==> src/hb_pwm_pkg.sv <==
// Purpose: Shared constants and types for the six-input half-bridge control
// Assumes: 125 MHz core clock, classic Wishbone register access
// Notes:   Offsets are byte addresses of 32-bit words
package hb_pwm_pkg;
    // ==========================================================
    // Geometry and clock
    localparam int NUM_HB        = 3;
    localparam int CLK_PERIOD_NS = 8;
    localparam int DLY_W         = 8;
    localparam int CNT_W         = 4;
    localparam int TMR_W         = 12;
    localparam int CUR_W         = 6;

    // ==========================================================
    // Timing (ns as set, cycles derived; least times round up)
    localparam int ACT_CCP_NS    = 1000;
    localparam int FW_CCP_NS     = 2000;
    localparam int FW_TMO_NS     = 4000;
    localparam int ACT_CCP_CYC   = (ACT_CCP_NS + CLK_PERIOD_NS - 1) / CLK_PERIOD_NS;
    localparam int FW_CCP_CYC    = (FW_CCP_NS + CLK_PERIOD_NS - 1) / CLK_PERIOD_NS;
    localparam int FW_TMO_CYC    = (FW_TMO_NS + CLK_PERIOD_NS - 1) / CLK_PERIOD_NS;

    // ==========================================================
    // Delay regulation
    localparam logic [CNT_W-1:0] REG_CNT_MAX   = 4'hF;
    localparam logic [CNT_W-1:0] REG_CNT_THR   = 4'h8;
    localparam logic [1:0]       SIGN_CHG_THR  = 2'h3;

    // ==========================================================
    // Register map
    localparam logic [7:0] ADDR_CTRL   = 8'h00;
    localparam logic [7:0] ADDR_MODE   = 8'h04;
    localparam logic [7:0] ADDR_TON    = 8'h08;
    localparam logic [7:0] ADDR_TOFF   = 8'h0C;
    localparam logic [7:0] ADDR_CURR   = 8'h10;
    localparam logic [7:0] ADDR_STAT   = 8'h14;
    localparam logic [7:0] ADDR_EFF1   = 8'h18;
    localparam logic [7:0] ADDR_EFF2   = 8'h1C;
    localparam logic [7:0] ADDR_EFF3   = 8'h20;

    // CTRL fields
    localparam int CTRL_INCNT_BIT = 0;
    localparam int CTRL_DET_BIT   = 1;
    localparam int CTRL_PCD_BIT   = 2;
    localparam int CTRL_AGC_LSB   = 4;
    localparam int CTRL_PEN_LSB   = 8;
    localparam logic [31:0] CTRL_RST = 32'h0000_0000;
    localparam logic [31:0] CTRL_MSK = 32'h0000_0737;
    localparam logic [31:0] MODE_RST = 32'h0000_0000;
    localparam logic [31:0] MODE_MSK = 32'h0000_003F;
    localparam logic [31:0] DLY_RST  = 32'h0000_0000;
    localparam logic [31:0] DLY_MSK  = 32'h00FF_FFFF;
    localparam logic [31:0] CURR_RST = 32'h0000_0000;
    localparam logic [31:0] CURR_MSK = 32'h003F_3F3F;

    // STAT fields
    localparam int STAT_REG_LSB = 0;
    localparam int STAT_ACT_LSB = 4;
    localparam int STAT_HS_LSB  = 8;
    localparam int STAT_LS_LSB  = 12;

    // ==========================================================
    // Mode codes
    localparam logic [1:0] MODE_PASSIVE = 2'b00;
    localparam logic [1:0] MODE_LS_ACT  = 2'b01;
    localparam logic [1:0] MODE_HS_ACT  = 2'b10;
    localparam logic [1:0] MODE_HOLD    = 2'b11;

    // ==========================================================
    // Types
    typedef enum logic [1:0] {
        ST_OFF = 2'b00,
        ST_HS  = 2'b01,
        ST_GAP = 2'b11,
        ST_LS  = 2'b10
    } hb_state_e;

    typedef struct packed {
        logic             strobe;
        logic             unmeasurable;
        logic [DLY_W-1:0] turn_on;
        logic [DLY_W-1:0] turn_off;
    } meas_s;
endpackage

==> src/hb_pwm_ctrl.sv <==
// Purpose: Six-input PWM control of three half-bridges with delay regulation
// Assumes: Measurement strobes come from same-clock logic; PWM and detect pins are async
// Notes:   Three-input operation is not covered; bridges stay off when it is selected
//
// Behaviour
// Six-input mode: each switch from own input
// Mode 00 passive off, default
// Mode 11 actively holds both off
// Mode 01 without detection: low side active
// Mode 10 without detection: high side active
// Detection enabled: sensed side decides active switch
// Mode 01 input pair decode table
// Mode 10 input pair decode table
// Inputs paired per bridge, same decode
// Turn-on: freewheel off first, then active
// Late edge: hard-off discharge, immediate turn-on
// Early active edge blocked until freewheel time
// Turn-off: active off first, then freewheel
// Early freewheel edge blocked until active time
// Regulation flag per bridge, adaptive settings only
// Delay counters up on match, else down
// Regulated when both counters reach eight
// Regulated after three consecutive error sign changes
// Six-bit gate current code per driver
// Unmeasurable cycle reports zero delays
// Counters saturate; flag updated per cycle
//
// The Wishbone slave port and the register addresses were decided locally.
`timescale 1ns/10ps
module hb_pwm_ctrl
    import hb_pwm_pkg::*;
#(
    parameter int ACT_CCP = ACT_CCP_CYC,
    parameter int FW_CCP  = FW_CCP_CYC,
    parameter int FW_TMO  = FW_TMO_CYC
) (
    // Clock and reset
    input  wire logic                    CORE_CLK_I,
    input  wire logic                    RST_I,
    // Wishbone slave
    input  wire logic                    CYC_I,
    input  wire logic                    STB_I,
    input  wire logic                    WE_I,
    input  wire logic [7:0]              ADR_I,
    input  wire logic [3:0]              SEL_I,
    input  wire logic [31:0]             DAT_I,
    output logic      [31:0]             DAT_O,
    output logic                         ACK_O,
    // Drive inputs, pin order one to six
    input  wire logic [2*NUM_HB-1:0]     DRIVE_INPUT_I,
    // Sensed active side per bridge, high = high side
    input  wire logic [NUM_HB-1:0]       ACTIVE_SENSE_I,
    // Switching time measurements
    input  wire meas_s [NUM_HB-1:0]      MEAS_I,
    // Gate driver controls
    output logic      [NUM_HB-1:0]       HIGH_SIDE_SWITCH_O,
    output logic      [NUM_HB-1:0]       LOW_SIDE_SWITCH_O,
    output logic      [NUM_HB-1:0]       ACTIVE_HOLD_OFF_O,
    output logic      [NUM_HB-1:0]       HARD_OFF_CURRENT_O,
    output logic      [NUM_HB*CUR_W-1:0] GATE_CURRENT_O,
    output logic      [NUM_HB-1:0]       DELAY_REGULATION_FLAG_O
);

    // ==========================================================
    // Register file
    logic [31:0] ctrl_r, ctrl_nxt;
    logic [31:0] mode_r, mode_nxt;
    logic [31:0] ton_r, ton_nxt;
    logic [31:0] toff_r, toff_nxt;
    logic [31:0] curr_r, curr_nxt;
    logic [31:0] dat_r, dat_nxt;
    logic        ack_r, ack_nxt;

    logic [NUM_HB-1:0] hs_r, ls_r, hold_r, hard_r, flag_r, act_hs;
    logic [2*DLY_W-1:0] eff_r [NUM_HB];

    logic        input_count_select;
    logic        active_freewheel_detect_enable;
    logic [1:0]  gate_control_select;
    logic [NUM_HB-1:0] half_bridge_pulse_enable;
    logic        adaptive;

    assign input_count_select             = ctrl_r[CTRL_INCNT_BIT];
    assign active_freewheel_detect_enable = ctrl_r[CTRL_DET_BIT];
    assign gate_control_select            = ctrl_r[CTRL_AGC_LSB+1:CTRL_AGC_LSB];
    assign half_bridge_pulse_enable       = ctrl_r[CTRL_PEN_LSB+NUM_HB-1:CTRL_PEN_LSB];
    assign adaptive                       = gate_control_select[1];

    function automatic logic [31:0] merge(input logic [31:0] old, input logic [31:0] wd,
                                          input logic [3:0] sel, input logic [31:0] msk);
        logic [31:0] res;
        res = old;

        for (int b = 0; b < 4; b++) begin
            if (sel[b]) begin
                res[8*b+:8] = wd[8*b+:8];
            end
        end
        return res & msk;
    endfunction

    logic req;
    assign req = CYC_I && STB_I && !ack_r;

    always_comb begin
        ctrl_nxt = ctrl_r;
        mode_nxt = mode_r;
        ton_nxt  = ton_r;
        toff_nxt = toff_r;
        curr_nxt = curr_r;
        ack_nxt  = req;
        dat_nxt  = dat_r;

        if (req && WE_I) begin
            unique case (ADR_I)
                ADDR_CTRL: ctrl_nxt = merge(ctrl_r, DAT_I, SEL_I, CTRL_MSK);
                ADDR_MODE: mode_nxt = merge(mode_r, DAT_I, SEL_I, MODE_MSK);
                ADDR_TON:  ton_nxt  = merge(ton_r, DAT_I, SEL_I, DLY_MSK);
                ADDR_TOFF: toff_nxt = merge(toff_r, DAT_I, SEL_I, DLY_MSK);
                ADDR_CURR: curr_nxt = merge(curr_r, DAT_I, SEL_I, CURR_MSK);
                default: ;
            endcase
        end

        if (req && !WE_I) begin
            unique case (ADR_I)
                ADDR_CTRL: dat_nxt = ctrl_r;
                ADDR_MODE: dat_nxt = mode_r;
                ADDR_TON:  dat_nxt = ton_r;
                ADDR_TOFF: dat_nxt = toff_r;
                ADDR_CURR: dat_nxt = curr_r;
                ADDR_STAT: begin
                    dat_nxt = 32'h0000_0000;
                    dat_nxt[STAT_REG_LSB+:NUM_HB] = flag_r;
                    dat_nxt[STAT_ACT_LSB+:NUM_HB] = act_hs;
                    dat_nxt[STAT_HS_LSB+:NUM_HB]  = hs_r;
                    dat_nxt[STAT_LS_LSB+:NUM_HB]  = ls_r;
                end
                ADDR_EFF1: dat_nxt = {16'h0000, eff_r[0]};
                ADDR_EFF2: dat_nxt = {16'h0000, eff_r[1]};
                ADDR_EFF3: dat_nxt = {16'h0000, eff_r[2]};
                default:   dat_nxt = 32'h0000_0000;
            endcase
        end
    end

    always_ff @(posedge CORE_CLK_I or posedge RST_I) begin
        if (RST_I) begin
            ctrl_r <= CTRL_RST;
            mode_r <= MODE_RST;
            ton_r  <= DLY_RST;
            toff_r <= DLY_RST;
            curr_r <= CURR_RST;

            dat_r  <= 32'h0000_0000;
            ack_r  <= 1'b0;
        end else begin
            ctrl_r <= ctrl_nxt;
            mode_r <= mode_nxt;
            ton_r  <= ton_nxt;
            toff_r <= toff_nxt;
            curr_r <= curr_nxt;

            dat_r  <= dat_nxt;
            ack_r  <= ack_nxt;
        end
    end

    // ==========================================================
    // Outputs
    assign DAT_O                   = dat_r;
    assign ACK_O                   = ack_r;
    assign GATE_CURRENT_O          = {curr_r[21:16], curr_r[13:8], curr_r[5:0]};
    assign HIGH_SIDE_SWITCH_O      = hs_r;
    assign LOW_SIDE_SWITCH_O       = ls_r;
    assign ACTIVE_HOLD_OFF_O       = hold_r;
    assign HARD_OFF_CURRENT_O      = hard_r;
    assign DELAY_REGULATION_FLAG_O = flag_r;

    // ==========================================================
    // Pin synchronisers
    logic [2*NUM_HB-1:0] pin_meta_r, pin_sync_r;
    logic [NUM_HB-1:0]   sense_meta_r, sense_sync_r;

    always_ff @(posedge CORE_CLK_I or posedge RST_I) begin
        if (RST_I) begin
            pin_meta_r   <= '0;
            pin_sync_r   <= '0;

            sense_meta_r <= '0;
            sense_sync_r <= '0;
        end else begin
            pin_meta_r   <= DRIVE_INPUT_I;
            pin_sync_r   <= pin_meta_r;

            sense_meta_r <= ACTIVE_SENSE_I;
            sense_sync_r <= sense_meta_r;
        end
    end

    // ==========================================================
    // Per half-bridge control
    localparam logic [TMR_W-1:0] T_ACT = TMR_W'(ACT_CCP);
    localparam logic [TMR_W-1:0] T_FW  = TMR_W'(FW_CCP);
    localparam logic [TMR_W-1:0] T_TMO = TMR_W'(FW_TMO);

    for (genvar i = 0; i < NUM_HB; i++) begin : g_hb
        logic [1:0] mode_sel;
        logic       in_a, in_b, hs_req, ls_req, run;
        hb_state_e  st_r, st_nxt;
        logic [TMR_W-1:0] tmr_r, tmr_nxt;
        logic       prev_hs_r, prev_hs_nxt, hard_nxt;

        assign mode_sel = mode_r[2*i+1:2*i];
        assign in_a     = pin_sync_r[2*i];
        assign in_b     = pin_sync_r[2*i+1];

        assign run      = input_count_select && half_bridge_pulse_enable[i]
                          && (mode_sel == MODE_LS_ACT || mode_sel == MODE_HS_ACT);
        assign hs_req   = (mode_sel == MODE_LS_ACT) ? (!in_a && in_b) : (in_a && !in_b);
        assign ls_req   = (mode_sel == MODE_LS_ACT) ? (in_a && !in_b) : (!in_a && in_b);
        assign act_hs[i] = active_freewheel_detect_enable ? sense_sync_r[i]
                                                          : (mode_sel == MODE_HS_ACT);

        always_comb begin
            st_nxt      = st_r;
            tmr_nxt     = tmr_r;
            prev_hs_nxt = prev_hs_r;
            hard_nxt    = 1'b0;

            if (!run) begin
                st_nxt  = ST_OFF;
                tmr_nxt = '0;
            end else begin
                unique case (st_r)
                    ST_OFF: begin
                        if (hs_req) begin
                            st_nxt = ST_HS;
                        end else if (ls_req) begin
                            st_nxt = ST_LS;
                        end
                    end
                    ST_HS: begin
                        if (!hs_req) begin
                            st_nxt      = ST_GAP;
                            tmr_nxt     = '0;
                            prev_hs_nxt = 1'b1;
                        end
                    end
                    ST_LS: begin
                        if (!ls_req) begin
                            st_nxt      = ST_GAP;
                            tmr_nxt     = '0;
                            prev_hs_nxt = 1'b0;
                        end
                    end
                    ST_GAP: begin
                        if (tmr_r != T_TMO) begin
                            tmr_nxt = tmr_r + 1'b1;
                        end

                        // Active side waits for the freewheel window, freewheel side for the active one
                        if (hs_req && tmr_r >= (act_hs[i] ? T_FW : T_ACT)) begin
                            st_nxt   = ST_HS;
                            hard_nxt = act_hs[i] && !prev_hs_r && (tmr_r < T_TMO);
                        end else if (ls_req && tmr_r >= (act_hs[i] ? T_ACT : T_FW)) begin
                            st_nxt   = ST_LS;
                            hard_nxt = !act_hs[i] && prev_hs_r && (tmr_r < T_TMO);
                        end else if (!hs_req && !ls_req && tmr_r == T_TMO) begin
                            st_nxt = ST_OFF;
                        end
                    end
                endcase
            end
        end

        always_ff @(posedge CORE_CLK_I or posedge RST_I) begin
            if (RST_I) begin
                st_r      <= ST_OFF;
                tmr_r     <= '0;
                prev_hs_r <= 1'b0;
                hs_r[i]   <= 1'b0;
                ls_r[i]   <= 1'b0;
                hold_r[i] <= 1'b0;
                hard_r[i] <= 1'b0;
            end else begin
                st_r      <= st_nxt;
                tmr_r     <= tmr_nxt;
                prev_hs_r <= prev_hs_nxt;
                hs_r[i]   <= (st_nxt == ST_HS);
                ls_r[i]   <= (st_nxt == ST_LS);

                hold_r[i] <= (mode_sel == MODE_HOLD);
                hard_r[i] <= hard_nxt;
            end
        end

        // ==========================================================
        // Delay regulation
        logic [DLY_W-1:0] tgt_on, tgt_off, e_on, e_off;
        logic [CNT_W-1:0] con_r, con_nxt, coff_r, coff_nxt;
        logic [1:0]       son_r, son_nxt, soff_r, soff_nxt;
        logic [1:0]       lon_r, lon_nxt, loff_r, loff_nxt;
        logic             flag_nxt;
        logic [2*DLY_W-1:0] eff_nxt;

        assign tgt_on  = ton_r[DLY_W*i+:DLY_W];
        assign tgt_off = toff_r[DLY_W*i+:DLY_W];
        assign e_on    = MEAS_I[i].unmeasurable ? '0 : MEAS_I[i].turn_on;
        assign e_off   = MEAS_I[i].unmeasurable ? '0 : MEAS_I[i].turn_off;

        function automatic logic [CNT_W-1:0] step(input logic [CNT_W-1:0] c, input logic up);
            if (up) begin
                return (c == REG_CNT_MAX) ? c : c + 1'b1;
            end
            return (c == '0) ? c : c - 1'b1;
        endfunction

        // Sign track: last = {valid, positive}; count of consecutive changes
        function automatic logic [3:0] sgn(input logic [1:0] last, input logic [1:0] n,
                                           input logic [DLY_W-1:0] e, input logic [DLY_W-1:0] t);
            logic [1:0] cur;
            cur = {e != t, e > t};

            if (!cur[1]) begin
                return {last, n};
            end
            if (last[1] && last[0] != cur[0]) begin
                return {cur, (n == SIGN_CHG_THR) ? n : n + 1'b1};
            end
            return {cur, 2'b00};
        endfunction

        always_comb begin
            con_nxt  = con_r;
            coff_nxt = coff_r;
            son_nxt  = son_r;
            soff_nxt = soff_r;
            lon_nxt  = lon_r;
            loff_nxt = loff_r;
            eff_nxt  = eff_r[i];
            flag_nxt = flag_r[i] && adaptive;

            if (MEAS_I[i].strobe) begin
                con_nxt  = step(con_r, e_on == tgt_on);
                coff_nxt = step(coff_r, e_off == tgt_off);
                {lon_nxt, son_nxt}   = sgn(lon_r, son_r, e_on, tgt_on);
                {loff_nxt, soff_nxt} = sgn(loff_r, soff_r, e_off, tgt_off);
                eff_nxt  = {e_off, e_on};
                flag_nxt = adaptive && (((con_nxt >= REG_CNT_THR) && (coff_nxt >= REG_CNT_THR))
                           || ((son_nxt == SIGN_CHG_THR) && (soff_nxt == SIGN_CHG_THR)));
            end
        end

        always_ff @(posedge CORE_CLK_I or posedge RST_I) begin
            if (RST_I) begin
                con_r     <= '0;
                coff_r    <= '0;
                son_r     <= '0;
                soff_r    <= '0;
                lon_r     <= '0;
                loff_r    <= '0;

                eff_r[i]  <= '0;
                flag_r[i] <= 1'b0;
            end else begin
                con_r     <= con_nxt;
                coff_r    <= coff_nxt;
                son_r     <= son_nxt;
                soff_r    <= soff_nxt;
                lon_r     <= lon_nxt;
                loff_r    <= loff_nxt;

                eff_r[i]  <= eff_nxt;
                flag_r[i] <= flag_nxt;
            end
        end
    end

endmodule

==> config.mk <==
export PLATFORM = sky130hd
export DESIGN_NAME = hb_pwm_ctrl
export DESIGN_NICKNAME = d
export VERILOG_FILES = /design/src/hb_pwm_pkg.sv /design/src/hb_pwm_ctrl.sv
export SDC_FILE = /design/constraint.sdc
export NUM_CORES = 1
export LEC_CHECK = 0
export ABC_AREA = 0
export BUFFER_PORTS_ARGS = -buffer_cell sky130_fd_sc_hd__buf_2
export CAP_MARGIN = 20
export CORE_MARGIN = 5
export CORE_UTILIZATION = 50
export CTS_CLUSTER_DIAMETER = 100
export DETAILED_ROUTE_END_ITERATION = 16
export GPL_ROUTABILITY_DRIVEN = 0
export HOLD_SLACK_MARGIN = 0.12
export PLACE_DENSITY = 0.84
export SETUP_SLACK_MARGIN = 0.4
export SYNTH_ARGS = -nofsm -noshare
export SYNTH_HDL_FRONTEND = slang
export SYNTH_SLANG_ARGS = --single-unit
==> constraint.sdc <==
create_clock -name CORE_CLK_I -period 7.45 [get_ports CORE_CLK_I]
set_input_delay 0.3725 -clock CORE_CLK_I [delete_from_list [all_inputs] [get_ports CORE_CLK_I]]
set_output_delay 0.3725 -clock CORE_CLK_I [all_outputs]
set_load 0.01 [all_outputs]
==> results.yml, run 1 <==
grt:
  first_global_vias: 13500
  antenna_found_initial: 5
  grt_overflow: 0
  grtUsageTotal_pct: 24.0
  grt_pass1_wl_mm: 70.2
  grt_max_degree: 163
setup_path:
  endpoint: "HIGH_SIDE_SWITCH_O[0]$_DFF_PP0_"
  cp.required_ps: 7890
  endpoint_kind: "register"
  slowest_stage: "dfrtp_1"
  cp_slowest_stage_delay_ps: 620
  arrival_ps: 3710
  reg2reg_depth: 9
  path_class: "reg -> reg"
  worstReg2RegStart: "ctrl_r[1]$_DFFE_PP0P_"
  crit_start: "ctrl_r[1]$_DFFE_PP0P_"
  crit_fanout: 8
  path_delay_family: "compound AO/OA/AOI/OAI gates"
  crit_path_start_kind: "register"
  path_cells: "mux2i_1 > inv_1 > ha_1 > o21bai_1 > a2bb2oi_1 > o41ai_1 > a21oi_1 > o31a_1 > and2_1"
  crit_buf_inv: 1
  reg2reg_to: "HIGH_SIDE_SWITCH_O[0]$_DFF_PP0_"
  r2r_setup_slack_ps: 4180
  crit_cells: 9
routing:
  wl_per_cell_um: 19.7
  drtIter0Drc: 1270
  num_vias: 13600
  drc: 0
  drtAntennaViolNets: 0
  drt_first_pass_iters: 6
  wirelength_mm: 44.3
  via_per_inst: 6.06
sta:
  setup_violations: 0
  tns_ps: 0
  relSlewSlack_pct: 21.7
  skew_ps: 15.1
  tightestPinTransition_ps: 1170
  period_needed_ps: 3270
  slew_violations: 0
  grt_setup_unrepaired: "false"
  finalCritPeriodShare_pct: 43.9
  hold_viol: 0
  max_freq_mhz: 306
  setup_ws_ps: 4180
placed_design:
  hpwl_mm: 32.5
  place_ws_ps: 4200
  io_buffers: 160
floorplan:
  fp.coreArea_mm2: 0.0316
  die_x_um: 189
  dieArea_mm2: 0.0357
  start_util_pct: 50.7
  ios: 178
  die_h_um: 189
  rows: 65
run_status:
  outcome: "complete, no violations"
yosys:
  synth_flop_cell: "dfrtp_1"
  syn_area_mm2: 0.0160
  synth_edf_count: 0
  synth_area_per_cell_um2: 9.65
  synth_warnings: 0
  syn_inst: 1657
  async_flop_share_pct: 100
  synth_cell_types: 81
  yosysSeqAreaShare_pct: 43.6
  ys_ff_latch: 279
power:
  p_leak_nw: 8.47
  p_per_area_mw_per_mm2: 216
  max-vdd-ir-drop_mv: 0.159
clocking:
  cts_tree: "built"
  cts_buffers: 30
  clock_sinks: 279
  cts_root_buf: "clkbuf_16"
  clk_latency_ps: 560
  cts_setup_buffers: 0
  clkSlewWorstSetupHoldPaths_ps: 70
  hold_buffers: 31
  htree_levels: 1
  clk_path_buf_depth: 3
  cts_resized: 0
final_layout:
  area_delta_synth_final_pct: 15.0
  drive_gt1_share_pct: 19.3
  nets: 2028
min_path:
  hold_class: "in -> reg"
  holdPathStages: 3
job:
  maxCapViolations: 0
## per-layer routing
metal | share of wire [%] | routed length (um) | vias up | GRT usage, %
met3 | 6.9 | 3050 | 138 | 3.71
met5 | 0 | 0 | - | 0
met1 | 40 | 17600 | 6574 | 30.3
met2 | 49 | 21600 | 634 | 41.1
li1 | - | - | 6249 | -
met4 | 4.8 | 2130 | 0 | 10.5
## logic make-up (layout without fill, tap and decap cells)
| group | count (synthesis) | after routing | synth area share, % |
|---|---|---|---|
| simple gates | 519 | 519 | 16.4 |
| buf+inv | 181 | 355 | 4.65 |
| xor+xnor | 23 | 23 | 1.26 |
| compound gates | 413 | 413 | 16.5 |
| mux | 141 | 141 | 9.68 |
| flops | 279 | 279 | 43.6 |
| other cells | 1 | 13 | 0.0234 |
| fa+ha+maj | 100 | 100 | 7.82 |
## synthesized netlist by cell type, types with 20 or more instances
library cell    n  share of area (%)
nor2b_1        59                2.3
inv_1         103                2.4
dfrtp_1       279                 44
nand2_1       153                3.6
a31oi_1        25               0.98
nand4_1        27                1.1
mux2_2        110                7.7
o21ai_0       134                4.2
nor3_1         20               0.63
a21oi_1        95                3.0
nor2_1        102                2.4
clkbuf_1       48                1.1
ha_1          100                7.8
nand3_1        36                1.1
nand2b_1       27                1.1
mux2i_1        31                1.9
## cells in the final DEF, fill, tap and decap left out, types with 15 or more instances in the layout
cell	count
dfrtp_1	279
buf_2	160
nand2_1	153
o21ai_0	134
mux2_2	110
inv_1	102
nor2_1	102
ha_1	100
a21oi_1	95
nor2b_1	59
nand3_1	36
mux2i_1	31
clkbuf_16	31
dlygate4sd3_1	31
nand2b_1	27
nand4_1	27
a31oi_1	25
nor3_1	20
and2_1	18
or3_1	18
a22oi_1	17
xnor2_1	15
## through the flow
stage,total power (W),cell area (um^2),utilization (%),hold WS [ps],std cells
CTS,0.00397,18400,58.2,126,2239
finish,0.00397,18400,58.3,145,2245
floorplan,0.00228,16000,-,331,1664
global placement,0.00240,17000,54.0,331,2154
global route,0.00415,18400,58.3,158,2245
detailed placement,0.00246,17000,54.0,335,2154
## worst min-delay path by stage
stage / from / endpoint / slack (ps)
final: MEAS_I[8] / eff_r[32]$_DFFE_PP0P_ / 150
after global routing: DAT_I[0] / mode_r[0]$_DFFE_PP0P_ / 160
after CTS: MEAS_I[8] / eff_r[32]$_DFFE_PP0P_ / 130
after detailed placement: pin_meta_r[5]$_DFF_PP0_ / pin_sync_r[5]$_DFF_PP0_ / 330
after global placement: pin_meta_r[1]$_DFF_PP0_ / pin_sync_r[1]$_DFF_PP0_ / 330
after floorplan: pin_meta_r[0]$_DFF_PP0_ / pin_sync_r[0]$_DFF_PP0_ / 330
## worst reg2reg max path, cell delays in order (launching register included)
cell	delay, ps
dfrtp_1	620
mux2i_1	500
inv_1	240
ha_1	370
o21bai_1	170
a2bb2oi_1	130
o41ai_1	520
a21oi_1	80
o31a_1	340
and2_1	170
## state kept, by name (all words and copies together) (netlist names), 6 cells and up
register / flops
pin_sync_r: 6
g_hb.coff_r: 12
g_hb.tmr_r: 36
g_hb.lon_r: 6
DAT_O: 24
toff_r: 24
g_hb.loff_r: 6
curr_r: 18
ctrl_r: 8
mode_r: 6
g_hb.con_r: 12
g_hb.son_r: 6
g_hb.soff_r: 6
pin_meta_r: 6
ton_r: 24
g_hb.st_r: 6
eff_r: 48
## cell type report
cell class,count,area (um^2)
tap,402,503
inverter,103,390
antenna,5,12.5
fill,2554,13200
clock buffer,42,887
clock inverter,12,113
multi-input combinational,1204,8310
sequential,279,6980
timing repair buffer,198,1200
## where the power goes
part | internal, W | switching [W]
sequential | 0.00163 | 0.000146
clock | 0.000893 | 0.000610
combinational | 0.000315 | 0.000371
total | 0.00284 | 0.00113
Power figures use the tool's default switching activity.
==> run 2, diff against run 1 <==
--- a/config.mk
+++ b/config.mk
@@ -14,7 +14,7 @@
 export DETAILED_ROUTE_END_ITERATION = 16
 export GPL_ROUTABILITY_DRIVEN = 0
 export HOLD_SLACK_MARGIN = 0.12
-export PLACE_DENSITY = 0.84
+export PLACE_DENSITY = 0.82
 export SETUP_SLACK_MARGIN = 0.4
 export SYNTH_ARGS = -nofsm -noshare
 export SYNTH_HDL_FRONTEND = slang
==> constraint.sdc (replaced) <==
create_clock -name CORE_CLK_I -period 3.4 [get_ports CORE_CLK_I]
set_input_delay 0.17 -clock CORE_CLK_I [delete_from_list [all_inputs] [get_ports CORE_CLK_I]]
set_output_delay 0.17 -clock CORE_CLK_I [all_outputs]
set_load 0.01 [all_outputs]
==> results.yml, run 2 (synthesis results as in run 1) <==
power:
  p_per_area_mw_per_mm2: 463
  total_power_w: 0.00868
  p_leak_nw: 8.62
  max-vdd-ir-drop_mv: 0.385
final_layout:
  drive_gt1_share_pct: 19.6
  largest_reg_flops: 48
  utilization_pct: 59.4
  layout_common_cells: "dfrtp_1, buf_2, nand2_1"
  final_cells: 2281
  multi_input_area_mm2: 0.00834
  final_common_cell: "dfrtp_1"
  nFillCells: 2564
  top_register: "eff_r"
  regArea_mm2: 0.00698
  area_delta_synth_final_pct: 17.2
  nets: 2065
  reg.largest.list: "eff_r: 48 flops, g_hb.tmr_r: 36 flops"
clocking:
  clock_sinks: 279
  clkSlewWorstSetupHoldPaths_ps: 60
  clk_latency_ps: 590
  clk_path_buf_depth: 3
  cts_buffers: 30
  cts_root_buf: "clkbuf_16"
  cts_setup_buffers: 0
  cts_tree: "built"
  htree_levels: 1
grt:
  first_global_vias: 13700
  grt_max_degree: 111
  antenna_found_initial: 3
  grt_pass1_wl_mm: 72.1
  grt_overflow: 0
  grtUsageTotal_pct: 24.8
routing:
  drtAntennaViolNets: 0
  via_per_inst: 6.05
  drc: 0
  drtIter0Drc: 1322
  wl_per_cell_um: 19.8
  num_vias: 13800
  wirelength_mm: 45.1
  drt_first_pass_iters: 6
setup_path:
  cp.required_ps: 3840
  reg2reg_depth: 11
  path_class: "reg -> reg"
  endpoint_kind: "register"
  crit_fanout: 6
  arrival_ps: 3290
  worstReg2RegStart: "mode_r[4]$_DFFE_PP0P_"
  r2r_setup_slack_ps: 550
  crit_path_start_kind: "register"
  crit_start: "mode_r[4]$_DFFE_PP0P_"
sta:
  grt_setup_unrepaired: "false"
  max_freq_mhz: 351
  hold_viol: 0
  tightestPinTransition_ps: 1080
  period_needed_ps: 2850
  tns_ps: 0
  slew_violations: 0
  relSlewSlack_pct: 27.9
  skew_ps: 35.3
  holdWs_ps: 135
  setup_violations: 0
  finalCritPeriodShare_pct: 83.8
floorplan:
  dieArea_mm2: 0.0357
  rows: 65
  die_x_um: 189
  ios: 178
  start_util_pct: 50.7
  fp.coreArea_mm2: 0.0316
  die_h_um: 189
min_path:
  holdPathStages: 3
  worstHoldStart: "MEAS_I[23]"
  hold_class: "in -> reg"
job:
  maxCapViolations: 0
placed_design:
  io_buffers: 160
  dp.cells: 2162
  hpwl_mm: 33.0
run_status:
  outcome: "complete, no violations"
run 2: layer usage:
metal | vias up | GRT usage (%) | routed length (um)
met3 | 163 | 4.68 | 3320
met2 | 644 | 41.5 | 21400
li1 | 6332 | - | -
met4 | 0 | 11.9 | 2550
met5 | - | 0 | 0
met1 | 6656 | 31.2 | 17800
run 2: worst max-delay path: stages, from the launching register on:
cell	delay, ps
dfrtp_1	400
inv_1	100
ha_1	210
mux2i_2	300
inv_2	130
ha_1	320
nand2b_1	150
a21oi_1	170
o22ai_1	110
a41o_1	280
a2111oi_2	440
nor3b_1	110
run 2: worst paths after layout:
path | endpoint
worst max-delay path | LOW_SIDE_SWITCH_O[2]$_DFF_PP0_
worst min-delay path | eff_r[29]$_DFFE_PP0P_
worst max register to register | LOW_SIDE_SWITCH_O[2]$_DFF_PP0_
worst min register to register | pin_sync_r[0]$_DFF_PP0_
max in group asynchronous | sense_meta_r[1]$_DFF_PP0_
min in group asynchronous | ton_r[19]$_DFFE_PP0P_
run 2: final cells by class:
| cell class | instances | share of cell area, % |
|---|---|---|
| Timing Repair Buffer | 235 | 8.22 |
| Multi-Input combinational cell | 1204 | 44.5 |
| Clock buffer | 42 | 4.62 |
| Inverter | 103 | 2.08 |
| Sequential cell | 279 | 37.2 |
| Antenna cell | 3 | 0.0400 |
| Clock inverter | 13 | 0.647 |
| Tap cell | 402 | 2.68 |
run 2: power by group:
group          total, W  switching [W]  leakage, nW  internal (W)
registers       0.00389       0.000319         3.55       0.00358
clock network   0.00326        0.00140        0.491       0.00185
logic           0.00153       0.000814         4.58      0.000711
total           0.00868        0.00254         8.62       0.00614
run 2: what timing repair did:
item / 4_1_cts / 5_1_grt
gates resized for setup: 2 / 7
hold endpoints to repair: 131 / 0
gates cloned: 0 / 0
endpoints found under the setup margin: 3 / 8
hold buffers: 61 / 0
pin swaps: 0 / 1
run 2: per-stage QoR:
step                      cell area (um^2)  setup WS (ps)
final                                18700            551
after detailed placement             17100            374
after floorplan                      16000           -463
after CTS                            18700            420
after global placement               17100            494
after global routing                 18700            429
